==> src/shared/epio_pkg.sv <==
// Constants, register map and carrier types of the eight-pin I/O port.
// Assumes a 32-bit AXI4-Lite register bus and a single 100 MHz core clock.
package epio_pkg;

  localparam int unsigned EPIO_PINS = 8;
  localparam int unsigned EPIO_ADDR_W = 8;

  // Printed offsets are not multiples of four: they are indices, byte address = 4*index
  localparam logic [EPIO_ADDR_W-1:0] EPIO_IDX_OUT_LATCH = 8'h00;
  localparam logic [EPIO_ADDR_W-1:0] EPIO_IDX_PIN_LEVEL = 8'h01;
  localparam logic [EPIO_ADDR_W-1:0] EPIO_IDX_DIRECTION = 8'h02;
  localparam logic [EPIO_ADDR_W-1:0] EPIO_IDX_DRIVE_PULL = 8'h03;
  localparam logic [EPIO_ADDR_W-1:0] EPIO_IDX_IRQ_SPEED = 8'h04;
  localparam logic [EPIO_ADDR_W-1:0] EPIO_IDX_LAST = 8'h04;
  localparam int unsigned EPIO_IDX_LSB = 2;

  // Reset values
  localparam logic [7:0] EPIO_RST_OUT_LATCH = 8'h00;
  localparam logic [7:0] EPIO_RST_DIRECTION = 8'h00;
  localparam logic [7:0] EPIO_RST_DRIVE_PULL = 8'h00;
  localparam logic [7:0] EPIO_RST_DRIVE_PULL_PORT_A = 8'h01;
  localparam logic [7:0] EPIO_RST_IRQ_SPEED = 8'h00;
  localparam logic [7:0] EPIO_ALL_ZERO = 8'h00;

  // Bus responses
  localparam logic [1:0] EPIO_RESP_OKAY = 2'h0;
  localparam logic [1:0] EPIO_RESP_SLVERR = 2'h2;

  // Slope limits in MHz, informative only
  localparam int unsigned EPIO_SLOW_SLOPE_MHZ = 2;
  localparam int unsigned EPIO_FAST_SLOPE_MHZ = 10;

  // Per-pin pad controls, one bit per pin
  typedef struct packed {
    logic [7:0] outValue;
    logic [7:0] outEnable;
    logic [7:0] pushPull;
    logic [7:0] pullUpEnable;
    logic [7:0] fastSlope;
    logic [7:0] schmittEnable;
  } epio_pad_ctrl_s;

  // Alternate-function request from peripherals
  typedef struct packed {
    logic [7:0] active;
    logic [7:0] value;
  } epio_alt_out_s;

  // Converter controls reaching the pads
  typedef struct packed {
    logic [7:0] schmittDisable;
    logic [7:0] channelEnabled;
  } epio_adc_ctrl_s;

endpackage : epio_pkg

==> src/hdl/epio_sync2.sv <==
// Two-flop synchroniser for the asynchronous pin levels.
// Assumes only the second stage is read by downstream logic.
`timescale 1ns/1ps
`default_nettype none
module epio_sync2 #(
  parameter int unsigned WIDTH = 8
) (
  input wire logic core_clk,
  input wire logic rst_n,
  input wire logic [WIDTH-1:0] asyncIn,
  output logic [WIDTH-1:0] syncOut
);
  logic [WIDTH-1:0] stage1_reg;

  // Both stages clear to zero in reset
  always_ff @(posedge core_clk)
  begin
    if (!rst_n)
    begin
      stage1_reg <= '0;
      syncOut <= '0;
    end
    else
    begin
      stage1_reg <= asyncIn;
      syncOut <= stage1_reg;
    end
  end
endmodule // epio_sync2
`default_nettype wire

==> src/hdl/epio_port.sv <==
// Eight-pin general purpose I/O port with AXI4-Lite register access.
// Assumes pads outside resolve the pin from outValue/outEnable/pullUp;
// pin levels arrive from outside the clock domain;
// interrupt controller outside does edge selection and wake-up.
//
// Overview of operation
// - Reset leaves every pin input, driver off; port A pin 0 pulled up
// - Absent pins store writes but stay inert, level reads zero
// - Low power keeps port; enabled irqs wake
// - Input with enable bit raises pin request
// - Output direction suppresses pin interrupt request
// - Interrupts disabled at reset, enabled per pin
// - Converter disable bit turns off input buffer
// - Enabled converter channel disables Schmitt buffer
// - Alternate output overrides latch, forces output
// - Alternate output keeps drive and slope selections
// - Output latch at 0x00 reads latched value
// - Latch write in input mode stored only
// - Level register 0x01 reads sampled pin levels
// - Direction register 0x02: 1 output, reset 0
// - Control one: pull-up or push-pull selection
// - True open-drain pins ignore control one
// - Control one resets 0x00, port A 0x01
// - Control two enables irq where capable only
// - Control two picks fast slope where capable
// - Register bit n belongs to pin n
// - Direction 1, control 0/1 gives fast open-drain
`timescale 1ns/1ps
`default_nettype none
module epio_port
  import epio_pkg::*;
#(
  parameter bit IS_PORT_A = 1'b0,
  parameter logic [7:0] PIN_PRESENT = 8'hff,
  parameter logic [7:0] IRQ_CAPABLE = 8'hff,
  parameter logic [7:0] FAST_CAPABLE = 8'hff,
  parameter logic [7:0] TRUE_OPEN_DRAIN = 8'h00,
  parameter logic [7:0] ANALOG_CAPABLE = 8'hff
) (
  input wire logic core_clk,
  input wire logic rst_n,
  // AXI4-Lite slave
  input wire logic [EPIO_ADDR_W-1:0] s_axi_awaddr,
  input wire logic s_axi_awvalid,
  output logic s_axi_awready,
  input wire logic [31:0] s_axi_wdata,
  input wire logic [3:0] s_axi_wstrb,
  input wire logic s_axi_wvalid,
  output logic s_axi_wready,
  output logic [1:0] s_axi_bresp,
  output logic s_axi_bvalid,
  input wire logic s_axi_bready,
  input wire logic [EPIO_ADDR_W-1:0] s_axi_araddr,
  input wire logic s_axi_arvalid,
  output logic s_axi_arready,
  output logic [31:0] s_axi_rdata,
  output logic [1:0] s_axi_rresp,
  output logic s_axi_rvalid,
  input wire logic s_axi_rready,
  // Pins and neighbours
  input wire logic [7:0] pinIn,
  input wire epio_pkg::epio_alt_out_s altOut,
  input wire epio_pkg::epio_adc_ctrl_s adcCtrl,
  output epio_pkg::epio_pad_ctrl_s padCtrl,
  output logic [7:0] pinIrqReq
);
  import epio_pkg::*;

  logic [7:0] outLatch_reg;
  logic [7:0] direction_reg;
  logic [7:0] drivePull_reg;
  logic [7:0] irqSpeed_reg;
  logic [7:0] pinSync;
  logic [7:0] pinLevel_reg;

  logic awHeld_reg;
  logic [EPIO_ADDR_W-1:0] awAddr_reg;
  logic wHeld_reg;
  logic [31:0] wData_reg;
  logic [3:0] wStrb_reg;
  logic doWrite;
  logic respStall;
  logic [EPIO_ADDR_W-1:0] wrIndex;
  logic [EPIO_ADDR_W-1:0] rdIndex;

  // Byte address to register index
  function automatic logic [EPIO_ADDR_W-1:0] toIndex(input logic [EPIO_ADDR_W-1:0] addr);
    toIndex = addr >> EPIO_IDX_LSB;
  endfunction

  // Index decode: only aligned words inside the map are mapped
  function automatic logic isMapped(input logic [EPIO_ADDR_W-1:0] addr);
    isMapped = (addr[EPIO_IDX_LSB-1:0] == '0) && (toIndex(addr) <= EPIO_IDX_LAST);
  endfunction

  // Pin inputs cross into the clock domain first
  epio_sync2 #(
    .WIDTH(EPIO_PINS)
  ) u_pin_sync (
    .core_clk(core_clk),
    .rst_n(rst_n),
    .asyncIn(pinIn),
    .syncOut(pinSync)
  );

  // Effective controls after alternate-function override
  logic [7:0] effDir;
  logic [7:0] effOut;
  logic [7:0] schmittOn;
  logic [7:0] usableLevel;
  assign effDir = (direction_reg | altOut.active) & PIN_PRESENT;
  assign effOut = (altOut.active & altOut.value) | (~altOut.active & outLatch_reg);
  assign schmittOn = ~(ANALOG_CAPABLE & (adcCtrl.schmittDisable | adcCtrl.channelEnabled));
  // One gated level feeds both the level register and the requests
  assign usableLevel = pinSync & schmittOn & PIN_PRESENT;

  // Write channel capture; address and data accepted in either order
  always_ff @(posedge core_clk)
  begin
    if (!rst_n)
    begin
      awHeld_reg <= 1'b0;
      awAddr_reg <= '0;
    end
    else if (s_axi_awvalid && s_axi_awready)
    begin
      awHeld_reg <= 1'b1;
      awAddr_reg <= s_axi_awaddr;
    end
    else if (doWrite)
    begin
      awHeld_reg <= 1'b0;
    end
  end

  always_ff @(posedge core_clk)
  begin
    if (!rst_n)
    begin
      wHeld_reg <= 1'b0;
      wData_reg <= '0;
      wStrb_reg <= '0;
    end
    else if (s_axi_wvalid && s_axi_wready)
    begin
      wHeld_reg <= 1'b1;
      wData_reg <= s_axi_wdata;
      wStrb_reg <= s_axi_wstrb;
    end
    else if (doWrite)
    begin
      wHeld_reg <= 1'b0;
    end
  end

  assign doWrite = awHeld_reg && wHeld_reg && !s_axi_bvalid;
  assign respStall = s_axi_bvalid && !s_axi_bready;
  assign wrIndex = toIndex(awAddr_reg);

  // Address ready while the slot is free and no response waits; keeping
  // it low under an unanswered response keeps one write in flight
  always_ff @(posedge core_clk)
  begin
    if (!rst_n)
    begin
      s_axi_awready <= 1'b0;
    end
    else
    begin
      s_axi_awready <= !awHeld_reg && !(s_axi_awvalid && s_axi_awready) && !respStall;
    end
  end

  // Data ready follows the same rule as the address side
  always_ff @(posedge core_clk)
  begin
    if (!rst_n)
    begin
      s_axi_wready <= 1'b0;
    end
    else
    begin
      s_axi_wready <= !wHeld_reg && !(s_axi_wvalid && s_axi_wready) && !respStall;
    end
  end

  // Write response, one cycle after both halves are held
  always_ff @(posedge core_clk)
  begin
    if (!rst_n)
    begin
      s_axi_bvalid <= 1'b0;
    end
    else if (doWrite)
    begin
      s_axi_bvalid <= 1'b1;
    end
    else if (s_axi_bready)
    begin
      s_axi_bvalid <= 1'b0;
    end
  end

  // Response code fixed when the write is performed
  always_ff @(posedge core_clk)
  begin
    if (!rst_n)
    begin
      s_axi_bresp <= EPIO_RESP_OKAY;
    end
    else if (doWrite)
    begin
      s_axi_bresp <= isMapped(awAddr_reg) ? EPIO_RESP_OKAY : EPIO_RESP_SLVERR;
    end
  end

  // Register file; absent pins accept writes but the bits stay inert
  always_ff @(posedge core_clk)
  begin
    if (!rst_n)
    begin
      outLatch_reg <= EPIO_RST_OUT_LATCH;
      direction_reg <= EPIO_RST_DIRECTION;
      drivePull_reg <= IS_PORT_A ? EPIO_RST_DRIVE_PULL_PORT_A : EPIO_RST_DRIVE_PULL;
      irqSpeed_reg <= EPIO_RST_IRQ_SPEED;
    end
    else if (doWrite && wStrb_reg[0] && isMapped(awAddr_reg))
    begin
      // Only the low byte lane holds data; bit n is pin n
      case (wrIndex)
        EPIO_IDX_OUT_LATCH: outLatch_reg <= wData_reg[7:0];
        EPIO_IDX_DIRECTION: direction_reg <= wData_reg[7:0];
        EPIO_IDX_DRIVE_PULL: drivePull_reg <= wData_reg[7:0];
        EPIO_IDX_IRQ_SPEED: irqSpeed_reg <= wData_reg[7:0];
        default: ;
      endcase
    end
  end

  // Level register: buffer off or absent pin reads low
  always_ff @(posedge core_clk)
  begin
    if (!rst_n)
    begin
      pinLevel_reg <= EPIO_ALL_ZERO;
    end
    else
    begin
      pinLevel_reg <= usableLevel;
    end
  end

  // Read channel, answer one cycle after address
  assign rdIndex = toIndex(s_axi_araddr);
  always_ff @(posedge core_clk)
  begin
    if (!rst_n)
    begin
      s_axi_arready <= 1'b0;
      s_axi_rvalid <= 1'b0;
      s_axi_rresp <= EPIO_RESP_OKAY;
    end
    else if (s_axi_arvalid && s_axi_arready)
    begin
      s_axi_arready <= 1'b0;
      s_axi_rvalid <= 1'b1;
      s_axi_rresp <= isMapped(s_axi_araddr) ? EPIO_RESP_OKAY : EPIO_RESP_SLVERR;
    end
    else
    begin
      if (s_axi_rvalid && s_axi_rready)
      begin
        s_axi_rvalid <= 1'b0;
      end
      s_axi_arready <= !s_axi_rvalid || s_axi_rready;
    end
  end

  // Read data captured with the address; upper lanes always read zero
  always_ff @(posedge core_clk)
  begin
    if (!rst_n)
    begin
      s_axi_rdata <= '0;
    end
    else if (s_axi_arvalid && s_axi_arready)
    begin
      s_axi_rdata <= '0;
      if (isMapped(s_axi_araddr))
      begin
        case (rdIndex)
          EPIO_IDX_OUT_LATCH: s_axi_rdata[7:0] <= outLatch_reg;
          EPIO_IDX_PIN_LEVEL: s_axi_rdata[7:0] <= pinLevel_reg;
          EPIO_IDX_DIRECTION: s_axi_rdata[7:0] <= direction_reg;
          EPIO_IDX_DRIVE_PULL: s_axi_rdata[7:0] <= drivePull_reg;
          EPIO_IDX_IRQ_SPEED: s_axi_rdata[7:0] <= irqSpeed_reg;
          default: s_axi_rdata[7:0] <= EPIO_ALL_ZERO;
        endcase
      end
    end
  end

  // Pad controls; nothing here depends on low-power state, so wait and
  // halt leave the pads exactly as programmed
  always_ff @(posedge core_clk)
  begin
    if (!rst_n)
    begin
      padCtrl.outValue <= EPIO_ALL_ZERO;
      padCtrl.outEnable <= EPIO_ALL_ZERO;
      padCtrl.pushPull <= EPIO_ALL_ZERO;
      padCtrl.pullUpEnable <= EPIO_ALL_ZERO;
      padCtrl.fastSlope <= EPIO_ALL_ZERO;
      padCtrl.schmittEnable <= EPIO_ALL_ZERO;
    end
    else
    begin
      // Pseudo-open-drain drives only the low level
      padCtrl.outValue <= effOut & effDir;
      padCtrl.outEnable <= effDir & (drivePull_reg & ~TRUE_OPEN_DRAIN | ~effOut);
      padCtrl.pushPull <= effDir & drivePull_reg & ~TRUE_OPEN_DRAIN;
      padCtrl.pullUpEnable <= ~effDir & drivePull_reg & ~TRUE_OPEN_DRAIN & PIN_PRESENT;
      padCtrl.fastSlope <= effDir & irqSpeed_reg & FAST_CAPABLE;
      padCtrl.schmittEnable <= schmittOn & PIN_PRESENT;
    end
  end

  // Interrupt requests, also the wake source in wait and halt
  always_ff @(posedge core_clk)
  begin
    if (!rst_n)
    begin
      pinIrqReq <= EPIO_ALL_ZERO;
    end
    else
    begin
      pinIrqReq <= usableLevel & ~effDir & irqSpeed_reg & IRQ_CAPABLE;
    end
  end

endmodule // epio_port
`default_nettype wire

==> config.mk <==
export PLATFORM = sky130hd
export DESIGN_NAME = epio_port
export DESIGN_NICKNAME = d
export VERILOG_FILES = /design/src/shared/epio_pkg.sv /design/src/hdl/epio_sync2.sv /design/src/hdl/epio_port.sv
export SDC_FILE = /design/constraint.sdc
export NUM_CORES = 1
export LEC_CHECK = 0
export BUFFER_PORTS_ARGS = -buffer_cell sky130_fd_sc_hd__buf_2
export CAP_MARGIN = 30
export CORE_MARGIN = 5
export CORE_UTILIZATION = 44
export CTS_CLUSTER_SIZE = 16
export DETAILED_ROUTE_END_ITERATION = 8
export GPL_ROUTABILITY_DRIVEN = 1
export PLACE_DENSITY = 0.83
export SLEW_MARGIN = 20
export SYNTH_ARGS = -nofsm -noshare
export SYNTH_HDL_FRONTEND = slang
export SYNTH_SLANG_ARGS = --single-unit
==> constraint.sdc <==
create_clock -name core_clk -period 1.8 [get_ports core_clk]
set_input_delay 0.18 -clock core_clk [delete_from_list [all_inputs] [get_ports core_clk]]
set_output_delay 0.18 -clock core_clk [all_outputs]
set_load 0.1 [all_outputs]
Yosys cells after proc, flatten, opt, wreduce, memory -nomap -nowiden
Cells that the tools add are included.

Multiplexer cells: 11. Shifts and indexed selects: 0. Reduce and logical (&&, ||, !) cells: 37. Eq/ne operators: 7. Divide/modulo/power cells: 0. $lt $le $gt $ge: 2. Add/subtract/negate cells: 0. Multiply operators: 0. Bitwise gates (word level): 19.

Operator list (number): $and 8x8->8 (10); $pmux 8 s5 (1); $not 8->8 (4); $or 8x8->8 (4); $eq 6x2->1 const B (4); $logic_not 8->1 (2); $logic_and 1x1->1 (15); $eq 6x3->1 const B (2); $le 6x3->1 const B (2); $logic_not 1->1 (8); $mux 8 (1); $reduce_and 2->1 (4); $reduce_bool 2->1 (4); $mux 1 (7); $eq 6x1->1 const B (1); $logic_not 2->1 (2); $mux 2 (2); $reduce_or 2->1 (1); $logic_or 1x1->1 (1); $not 1->1 (1).

Memory bits (read-only): 0. Memories kept: 0. Latch bits: 0. Output and inout port bits: 97. Bits in writable memories: 0. Flip-flop bits (word level): 148. Word-level logic and storage cells: 103.

Logic depth before layout (Yosys ltp)
Gate-level depths: netlist (run 1).

Depth in word-level cells: 6. Gate-level depth with buffers: 5.

Cells and area by module
Synthesis (run 1) repeated with hierarchy kept, for this count alone.

Cells, all modules: 524. Area total of the unflattened synthesis: 5474.0 µm².

By module, submodules not included: epio_port (sequential area each 2602.5 µm², instances 1, cells each 491, area each 5027.3 µm²); epio_sync2 (sequential area each 320.3 µm², instances 1, cells each 33, area each 446.7 µm²).

Worst setup path before layout (run 1)
No wires, ideal clock.

Path kind: reg-to-reg. Start point: register s_axi_arready. End point: register s_axi_rdata[0]. Stages on the path, launching flop included: 5. Data required time: 1714 ps. Clock period less this slack: 2199 ps. Path buffers: 0. Arrival time: 2113 ps. Path slack: -399 ps. Cells stage by stage: dfxtp_1 -> nand2_1 -> nor4b_1 -> nand4b_1 -> o221ai_1.

Word-level cells in the longest chain between the ends: 1.

Ends and longest elaborated chain: start: declaration (RTL line epio_port.sv:55) `output logic s_axi_arready,`; start signal: assignment (RTL line epio_port.sv:275) `s_axi_arready <= !s_axi_rvalid || s_axi_rready;`; $logic_and 1x1->1 (RTL line epio_port.sv:286) `else if (s_axi_arvalid && s_axi_arready)`; end signal: assignment (RTL line epio_port.sv:292) `EPIO_IDX_OUT_LATCH: s_axi_rdata[7:0] <= outLatch_reg;`; end signal: assignment (RTL line epio_port.sv:293) `EPIO_IDX_PIN_LEVEL: s_axi_rdata[7:0] <= pinLevel_reg;`; end signal: assignment (RTL line epio_port.sv:294) `EPIO_IDX_DIRECTION: s_axi_rdata[7:0] <= direction_reg;`; end: declaration (RTL line epio_port.sv:56) `output logic [31:0] s_axi_rdata,`.

No other way between the ends. A chain may end at the register's enable or synchronous reset.

Worst setup path in the final report (run 1)
Start point: register awAddr_reg[4]. End point: register direction_reg[4].

Word-level cells in the longest chain between the ends: 4. Elaborated cells on any way between the ends: 5. Those cells by class: order compare (1); eq/ne (1); reduce/logical (3).

Ends and longest elaborated chain: start: declaration (RTL line epio_port.sv:77) `logic [EPIO_ADDR_W-1:0] awAddr_reg;`; start signal: assignment (RTL line epio_port.sv:128) `awAddr_reg <= s_axi_awaddr;`; $le 6x3->1 (RTL line epio_port.sv:93) `isMapped = (addr[EPIO_IDX_LSB-1:0] == '0) && (toIndex(addr) <= EPIO_IDX_LAST);`; $logic_and 1x1->1 (RTL line epio_port.sv:93); $logic_and 1x1->1 (RTL line epio_port.sv:227) `else if (doWrite && wStrb_reg[0] && isMapped(awAddr_reg))`; $reduce_and 2->1 (no source line) *; end signal: assignment (RTL line epio_port.sv:232) `EPIO_IDX_DIRECTION: direction_reg <= wData_reg[7:0];`; end: declaration (RTL line epio_port.sv:70) `logic [7:0] direction_reg;`.

Every way passes the cells marked *; elsewhere a longest branch is shown, timed or not.

==> results of run 1 <==
[metal layers]
metal / track usage [%] / up-vias
li1: - / 2121
met1: 20.98 / 2037
met2: 32.09 / 161
met3: 5.734 / 37
met4: 8.964 / 0
met5: 0 / -
[tightest hold or removal path, cell delays in order]
cell and delay [ns]:
buf_2 0.10, nand2_1 0.04, a21boi_0 0.06
[layout make-up]
class	count	area, um^2	area share, %
clock buffer	17	425.4	5.847
inverter	2	7.507	0.1032
multi-input combinational	354	2349	32.28
clock inverter	15	163.9	2.253
timing repair buffer	191	1181	16.23
sequential	146	2939	40.40
tap	168	210.2	2.889
[worst max path at each step]
stage / start / end / slack [ns] / cells after the start
floorplan: awAddr_reg[5]$_SDFFE_PN0P_ / outLatch_reg[0]$_SDFFE_PN0P_ / -0.11 / 5
global placement: awAddr_reg[5]$_SDFFE_PN0P_ / outLatch_reg[3]$_SDFFE_PN0P_ / 0.02 / 5
detailed placement: awAddr_reg[5]$_SDFFE_PN0P_ / outLatch_reg[3]$_SDFFE_PN0P_ / -0.07 / 5
CTS: awAddr_reg[1]$_SDFFE_PN0P_ / outLatch_reg[3]$_SDFFE_PN0P_ / -0.01 / 5
global route: wStrb_reg[0]$_SDFFE_PN0P_ / direction_reg[4]$_SDFFE_PN0P_ / -0.08 / 5
finish: awAddr_reg[4]$_SDFFE_PN0P_ / direction_reg[4]$_SDFFE_PN0P_ / -0.008 / 5
[through the flow]
step / power (W) / worst slack, ns / util (%)
final: 0.007694 / -0.007626 / 60.32
after global routing: 0.007981 / -0.07927 / 60.32
after CTS: 0.007751 / -0.01091 / 60.22
after detailed placement: 0.004266 / -0.06848 / 52.67
after global placement: 0.004252 / 0.01556 / 52.67
after floorplan: 0.004138 / -0.1138 / -
[synth_stat cells, types with 9 or more instances]
cell type and instances:
nand3b_1 9, nor2_1 11, nand2_1 55, nand2b_1 10
and2_1 27, clkbuf_1 17, a21oi_1 10, dfxtp_1 146
mux2i_1 48, nor2b_1 33, a21boi_0 28, nor3b_1 17
buf_4 26, and3_1 34
[kinds of logic after synthesis]
| group | count (synthesis) |
|---|---|
| flip-flops | 146 |
| AO/OA/AOI/OAI | 60 |
| buffers and inverters | 49 |
| other | 1 |
| AND/OR/NAND/NOR | 220 |
| multiplexers | 48 |
[layout by cell type (no fill, tap or decap), types with 9 or more instances in the layout]
cell type and count:
buf_2 142, dfxtp_1 139, nand2_1 55, mux2i_1 47, and3_1 34, nor2b_1 33
a21boi_0 28, dlygate4sd3_1 28, and2_1 27, conb_1 26, nor3b_1 17, clkbuf_16 17
buf_4 17, nor2_1 11, a21oi_1 10, nand2b_1 10, nand3b_1 9
[power by group]
part           switching, W  internal, W
logic              0.000682     0.000225
clock network       0.00148      0.00197
registers         0.0000409      0.00330
[what timing repair did]
item,in CTS,in global routing
gates resized for setup,4,2
hold buffers,28,0
pin swaps,3,1
endpoints found under the hold margin,20,0
buffers inserted,4,1
endpoints found under the setup margin,9,23
==> key figures, run 1 <==
Floorplan
  • Die area: 14720 um^2
  • Die Width: 121.3 um
  • Core area: roughly 12000 um^2
  • Starting Density: 45.21%
  • Die Y: 121.3 um
  • # rows: 40
  • Num ports: 196

Place
  • Placed Area: 6352 um^2
  • IO buf count: ~140
  • Placed insts: 828
  • HPWL Detailed: 9.492 mm
  • RePlAce Congestion: between 0.8 and 0.9

STA
  • Max_slew headroom: 65.17%
  • Measured slew at the worst slew-check pin: approximately 0.52 ns
  • TNS Setup: -0.009262 ns
  • Final Hold Viols: 0
  • Fin worst setup slack: -0.007626 ns
  • WHS: 0.009991 ns
  • Final setup vio count: 2
  • Pins Over Slew Limit: 0
  • Clock Skew: 0.01170 ns
  • RSZ-0062 raised after global routing: true
  • Period utilization: 100.4%
  • Final min period: 1.808 ns
  • Fmax: 553.2 MHz

Routing
  • Routed Antenna Nets: 0
  • WL met1: 5.364 mm
  • Via count: roughly 4400
  • Drt wl/cell: between 15 and 20 um
  • Routed wire length: 13.77 mm
  • Metal2 WL: 7.074 mm
  • Top layer in use: met4
  • DR iter-0 viols: 210
  • Met3 wire len: approximately 920 um
  • DR vias/cell: a little under 5
  • Pre-antenna DRT Iters: 6
  • Drt drc: 0

Logic synthesis
  • Ys flop type: dfxtp_1
  • Sequential cell area fraction in the yosys report: a little over half
  • Compound-Gate Fraction of Synth Area: 7.916%
  • Post-synthesis adder-cell area fraction: 0%
  • XOR/XNOR share of the synthesized area: 0%
  • Dominant cells by area after synthesis: dfxtp_1 (54%), mux2i_1 (8.8%), and3_1 (3.9%)
  • Largest area contributor in the netlist: dfxtp_1
  • Post-synthesis simple-gate area fraction: 24.30%
  • Ys async rst share: 0%
  • Post-synthesis cell area: 5453 um^2
  • Unique masters post-synth: 32
  • Largest family of logic cells by synthesized area: simple AND/OR/NAND/NOR gates
  • Yosys reg bits: 146
  • Syn Inst Count: about 520
  • Avg Inst Size Synth: 10.41 um^2
  • Ys Warns: 0
  • Post-synthesis mux area share: approximately 8.8%
  • Yosys top cell area share: 53.60%
  • Number of flops mapped to enable cells by yosys: 0

Worst setup path
  • WP data arrival: 2.10 ns
  • CP Class: register to register
  • Critical path's slowest cell: or4bb_4
  • CP max stage delay: 0.55 ns
  • Crit end category: register
  • RR Startpoint: awAddr_reg[4]$_SDFFE_PN0P_
  • CP max FO: 5
  • Reg2reg path depth: 5
  • Worst path required time: 2.09 ns
  • Critical-path cell list: or4bb_4, nor4_4, buf_6, mux2i_2, nor2b_1
  • CP top delay family: simple AND/OR/NAND/NOR gates
  • R2R setup slack: -0.008 ns
  • CP startpoint kind: register
  • CP Buf/Inv Count: 1
  • FF-to-FF End: direction_reg[4]$_SDFFE_PN0P_

Layout
  • Max reg flops: 48
  • Layout Cells excl Fill: 893
  • Biggest register: padCtrl
  • Share of layout cells above drive strength 1: 30.21%
  • # diodes: 0
  • Nets@finish: 811
  • Finished Cell Area: 7276 um^2
  • Area growth syn-to-layout: 33.43%
  • Layout fillers: 989

Worst hold path
  • Hold Path Cell Cnt: 3
  • Worst hold path class: input port to register
  • Min-Delay Startpoint: s_axi_awaddr[1]
  • Hold worst-path end: awAddr_reg[1]$_SDFFE_PN0P_

CTS
  • Total CTS buffers: 17
  • CTS tree: yes
  • Clock latency on the worst-skew pair: 0.41 ns
  • H-tree depth: 4
  • Max clock buf depth: 2
  • CTS root buffer: clkbuf_16
  • Clock transition at path regs: 0.06 ns
  • Clock Sinks: approximately 150

Pwr
  • Leakage dissipation: approximately 3.2 nW
  • Cell area power density: ~1100 nW/um^2
  • Worst vdd ir: about 0.53 mV

Global routing
  • Largest net degree at the start of global routing: 39
  • Initial antenna violation count: 0
  • GRT Resource Usage Total: about a fifth
  • Total congestion overflow: 0
  • Number of global-route vias before repair: 4296
  • First-pass GRT wire length: 21.44 mm

Run status
  • Status: finished with violations
  • Failing checks: setup timing

Job
  • Max Cap Viol: 0
Power figures use the tool's default switching activity.
==> run 2, diff against run 1 <==
Settings changed: CORE_MARGIN 5 to 4, PLACE_DENSITY 0.83 to 0.84.
==> run 2 against run 1 <==
Compared with the run above: the run still ends with setup timing left; total power is 1.4% lower; critical path depth unchanged; fmax is 0.13% higher; first-iteration DRC count grew 21%; worst setup slack better by 0.0024 ns; critical endpoint is now direction_reg[2]$_SDFFE_PN0P_; hold slack improved by 0.0042 ns; via count fell by 2.2%; utilization is 0.67 points lower; critical path type unchanged.
==> key figures, run 2 (same netlist as run 1, synthesis figures left out) <==
Layout
  • Max reg flops: 48 (unchanged)
  • # diodes: 0 (unchanged)
  • Share of layout cells above drive strength 1: 29.94% (was 30.21%)
  • Layout Cells excl Fill: 886 (was 893)
  • Nets@finish: 806 (was 811)
  • Area growth syn-to-layout: 31.94% (was 33.43%)
  • Most common cell after layout, fill and taps aside: buf_2 (unchanged)
  • Biggest register: padCtrl (unchanged)
  • Most frequent cells in the layout: buf_2 (142), dfxtp_1 (139), nand2_1 (55), mux2i_1 (48), and3_1 (34) (was buf_2 (142), dfxtp_1 (139), nand2_1 (55), mux2i_1 (47), and3_1 (34))

Worst setup path
  • CP max FO: 5 (unchanged)
  • R2R setup slack: -0.005 ns (was -0.008 ns)
  • CP Class: register to register (unchanged)
  • Reg2reg path depth: 5 (unchanged)
  • CP startpoint kind: register (unchanged)
  • RR Startpoint: wStrb_reg[0]$_SDFFE_PN0P_ (was awAddr_reg[4]$_SDFFE_PN0P_)
  • CP max stage delay: 0.54 ns (was 0.55 ns)
  • WP data arrival: 2.10 ns (about the same)
  • FF-to-FF End: direction_reg[2]$_SDFFE_PN0P_ (was direction_reg[4]$_SDFFE_PN0P_)
  • CP Buf/Inv Count: 1 (unchanged)
  • Critical-path cell list: or4bb_4, nor4_4, buf_6, mux2i_1, nor2b_1 (was or4bb_4, nor4_4, buf_6, mux2i_2, nor2b_1)
  • Critical path's slowest cell: or4bb_4 (unchanged)
  • Worst path required time: 2.09 ns (about the same)
  • Crit end category: register (unchanged)
  • CP top delay family: simple AND/OR/NAND/NOR gates (unchanged)

Routing
  • Drt wl/cell: 14.90 um (was 15.42 um)
  • DR vias/cell: 4.810 (was 4.878)
  • Via count: 4262 (was 4356)
  • Pre-antenna DRT Iters: 5 (was 6)
  • Routed wire length: 13.21 mm (was 13.77 mm)
  • Drt drc: 0 (unchanged)
  • Routed Antenna Nets: 0 (unchanged)
  • DR iter-0 viols: 254 (was 210)

Job
  • Max Cap Viol: 0 (unchanged)

STA
  • Pins Over Slew Limit: 0 (unchanged)
  • Measured slew at the worst slew-check pin: 0.5445 ns (was 0.5225 ns)
  • Fin worst setup slack: -0.005225 ns (was -0.007626 ns)
  • RSZ-0062 raised after global routing: true (unchanged)
  • WHS: 0.01421 ns (was 0.009991 ns)
  • Clock Skew: 0.006668 ns (was 0.01170 ns)
  • Period utilization: 100.3% (was 100.4%)
  • Final Hold Viols: 0 (unchanged)
  • Final min period: 1.805 ns (was 1.808 ns)
  • Final setup vio count: 4 (was 2)
  • Max_slew headroom: 63.19% (was 65.17%)
  • Fmax: 553.9 MHz (was 553.2 MHz)

CTS
  • H-tree depth: 4 (unchanged)
  • Clock Sinks: 146 (unchanged)
  • CTS root buffer: clkbuf_16 (unchanged)
  • Total CTS buffers: 17 (unchanged)
  • Max clock buf depth: 2 (unchanged)
  • Clock transition at path regs: 0.06 ns (about the same)
  • CTS tree: yes (unchanged)
  • Clock latency on the worst-skew pair: 0.41 ns (about the same)

Global routing
  • Largest net degree at the start of global routing: 45 (was 39)
  • Initial antenna violation count: 0 (unchanged)
  • First-pass GRT wire length: 20.68 mm (was 21.44 mm)
  • Total congestion overflow: 0 (unchanged)
  • GRT Resource Usage Total: 18.34% (was 18.68%)
  • Number of global-route vias before repair: 4238 (was 4296)

Floorplan
  • Num ports: 196 (unchanged)
  • Die area: 14240 um^2 (was 14720 um^2)
  • Starting Density: 45.21% (unchanged)
  • Core area: 12060 um^2 (unchanged)
  • Die Y: 119.3 um (was 121.3 um)
  • # rows: 40 (unchanged)
  • Die Width: 119.3 um (was 121.3 um)

Place
  • HPWL Detailed: 9.313 mm (was 9.492 mm)
  • Placed insts: 830 (was 828)
  • IO buf count: 142 (unchanged)
  • RePlAce Congestion: 0.7738 (was 0.8220)
  • Post-place setup slack: -0.06080 ns (was -0.06848 ns)

Worst hold path
  • Worst hold path class: input port to register (unchanged)
  • Min-Delay Startpoint: s_axi_awaddr[3] (was s_axi_awaddr[1])
  • Hold worst-path end: awAddr_reg[3]$_SDFFE_PN0P_ (was awAddr_reg[1]$_SDFFE_PN0P_)
  • Hold Path Cell Cnt: 3 (unchanged)

Pwr
  • Leakage dissipation: 3.146 nW (was 3.191 nW)
  • Worst vdd ir: 0.4784 mV (was 0.5305 mV)
  • Cell area power density: 1054 nW/um^2 (was 1057 nW/um^2)

Run status
  • Failing checks: setup timing (unchanged)
  • Status: finished with violations (unchanged)
==> run 2: timing repair <==
action                                  in CTS  in global routing
endpoints found under the hold margin       16                  0
endpoints found under the setup margin      14                 28
hold buffers                                24                  0
pin swaps                                    2                  2
gates resized for setup                      4                  5
buffers inserted                             1                  1
==> run 2: final cells by class <==
cell class                      count  area [um^2]
Clock buffer                       19        464.2
Multi-Input combinational cell    354         2345
Clock inverter                     11        106.4
Tap cell                          168        210.2
Timing Repair Buffer              186         1120
Sequential cell                   146         2942
Fill cell                         993         4867
Inverter                            2        7.507
==> run 2: worst register-to-register path: stages, from the launching register on <==
cell and delay [ns]:
dfxtp_4 0.36, or4bb_4 0.54, nor4_4 0.34, buf_6 0.20, mux2i_1 0.19, nor2b_1 0.06
==> run 2: stage by stage <==
step | setup TNS (ns) | utilization (%) | power (W) | area, um^2
after floorplan | -1.709 | - | 0.004138 | 5568
after global placement | 0 | 52.58 | 0.004251 | 6342
after detailed placement | -0.2397 | 52.58 | 0.004266 | 6342
after CTS | -0.007109 | 59.48 | 0.007630 | 7174
after global routing | -1.047 | 59.65 | 0.007859 | 7194
final | -0.009628 | 59.65 | 0.007584 | 7194
==> run 2: power breakdown <==
group	internal (W)	switching (W)	total, W	leakage [nW]
logic	0.000217	0.000674	0.000891	1.69
registers	0.00330	0.0000414	0.00335	1.19
clock network	0.00201	0.00134	0.00335	0.261
total	0.00553	0.00205	0.00758	3.15
==> run 2: how the worst max path moves through the flow <==
stage                          startpoint                       endpoint  slack [ns]  cells after the start
6_report        wStrb_reg[0]$_SDFFE_PN0P_  direction_reg[2]$_SDFFE_PN0P_      -0.005                      5
5_1_grt        awAddr_reg[5]$_SDFFE_PN0P_   outLatch_reg[2]$_SDFFE_PN0P_       -0.11                      5
4_1_cts        awAddr_reg[3]$_SDFFE_PN0P_  direction_reg[2]$_SDFFE_PN0P_      -0.004                      5
3_5_place_dp   awAddr_reg[5]$_SDFFE_PN0P_   outLatch_reg[2]$_SDFFE_PN0P_       -0.06                      5
3_3_place_gp   awAddr_reg[5]$_SDFFE_PN0P_  drivePull_reg[0]$_SDFFE_PN0P_        0.03                      5
2_1_floorplan  awAddr_reg[5]$_SDFFE_PN0P_   outLatch_reg[0]$_SDFFE_PN0P_       -0.11                      5
==> run 2: per-layer routing <==
layer | wire length, um | GRT usage [%] | up-vias
met5 | 0 | 0 | -
met4 | 348 | 8.447 | 0
met3 | 828 | 6.030 | 21
met2 | 6724 | 32.46 | 128
met1 | 5303 | 19.76 | 1998
li1 | - | - | 2115
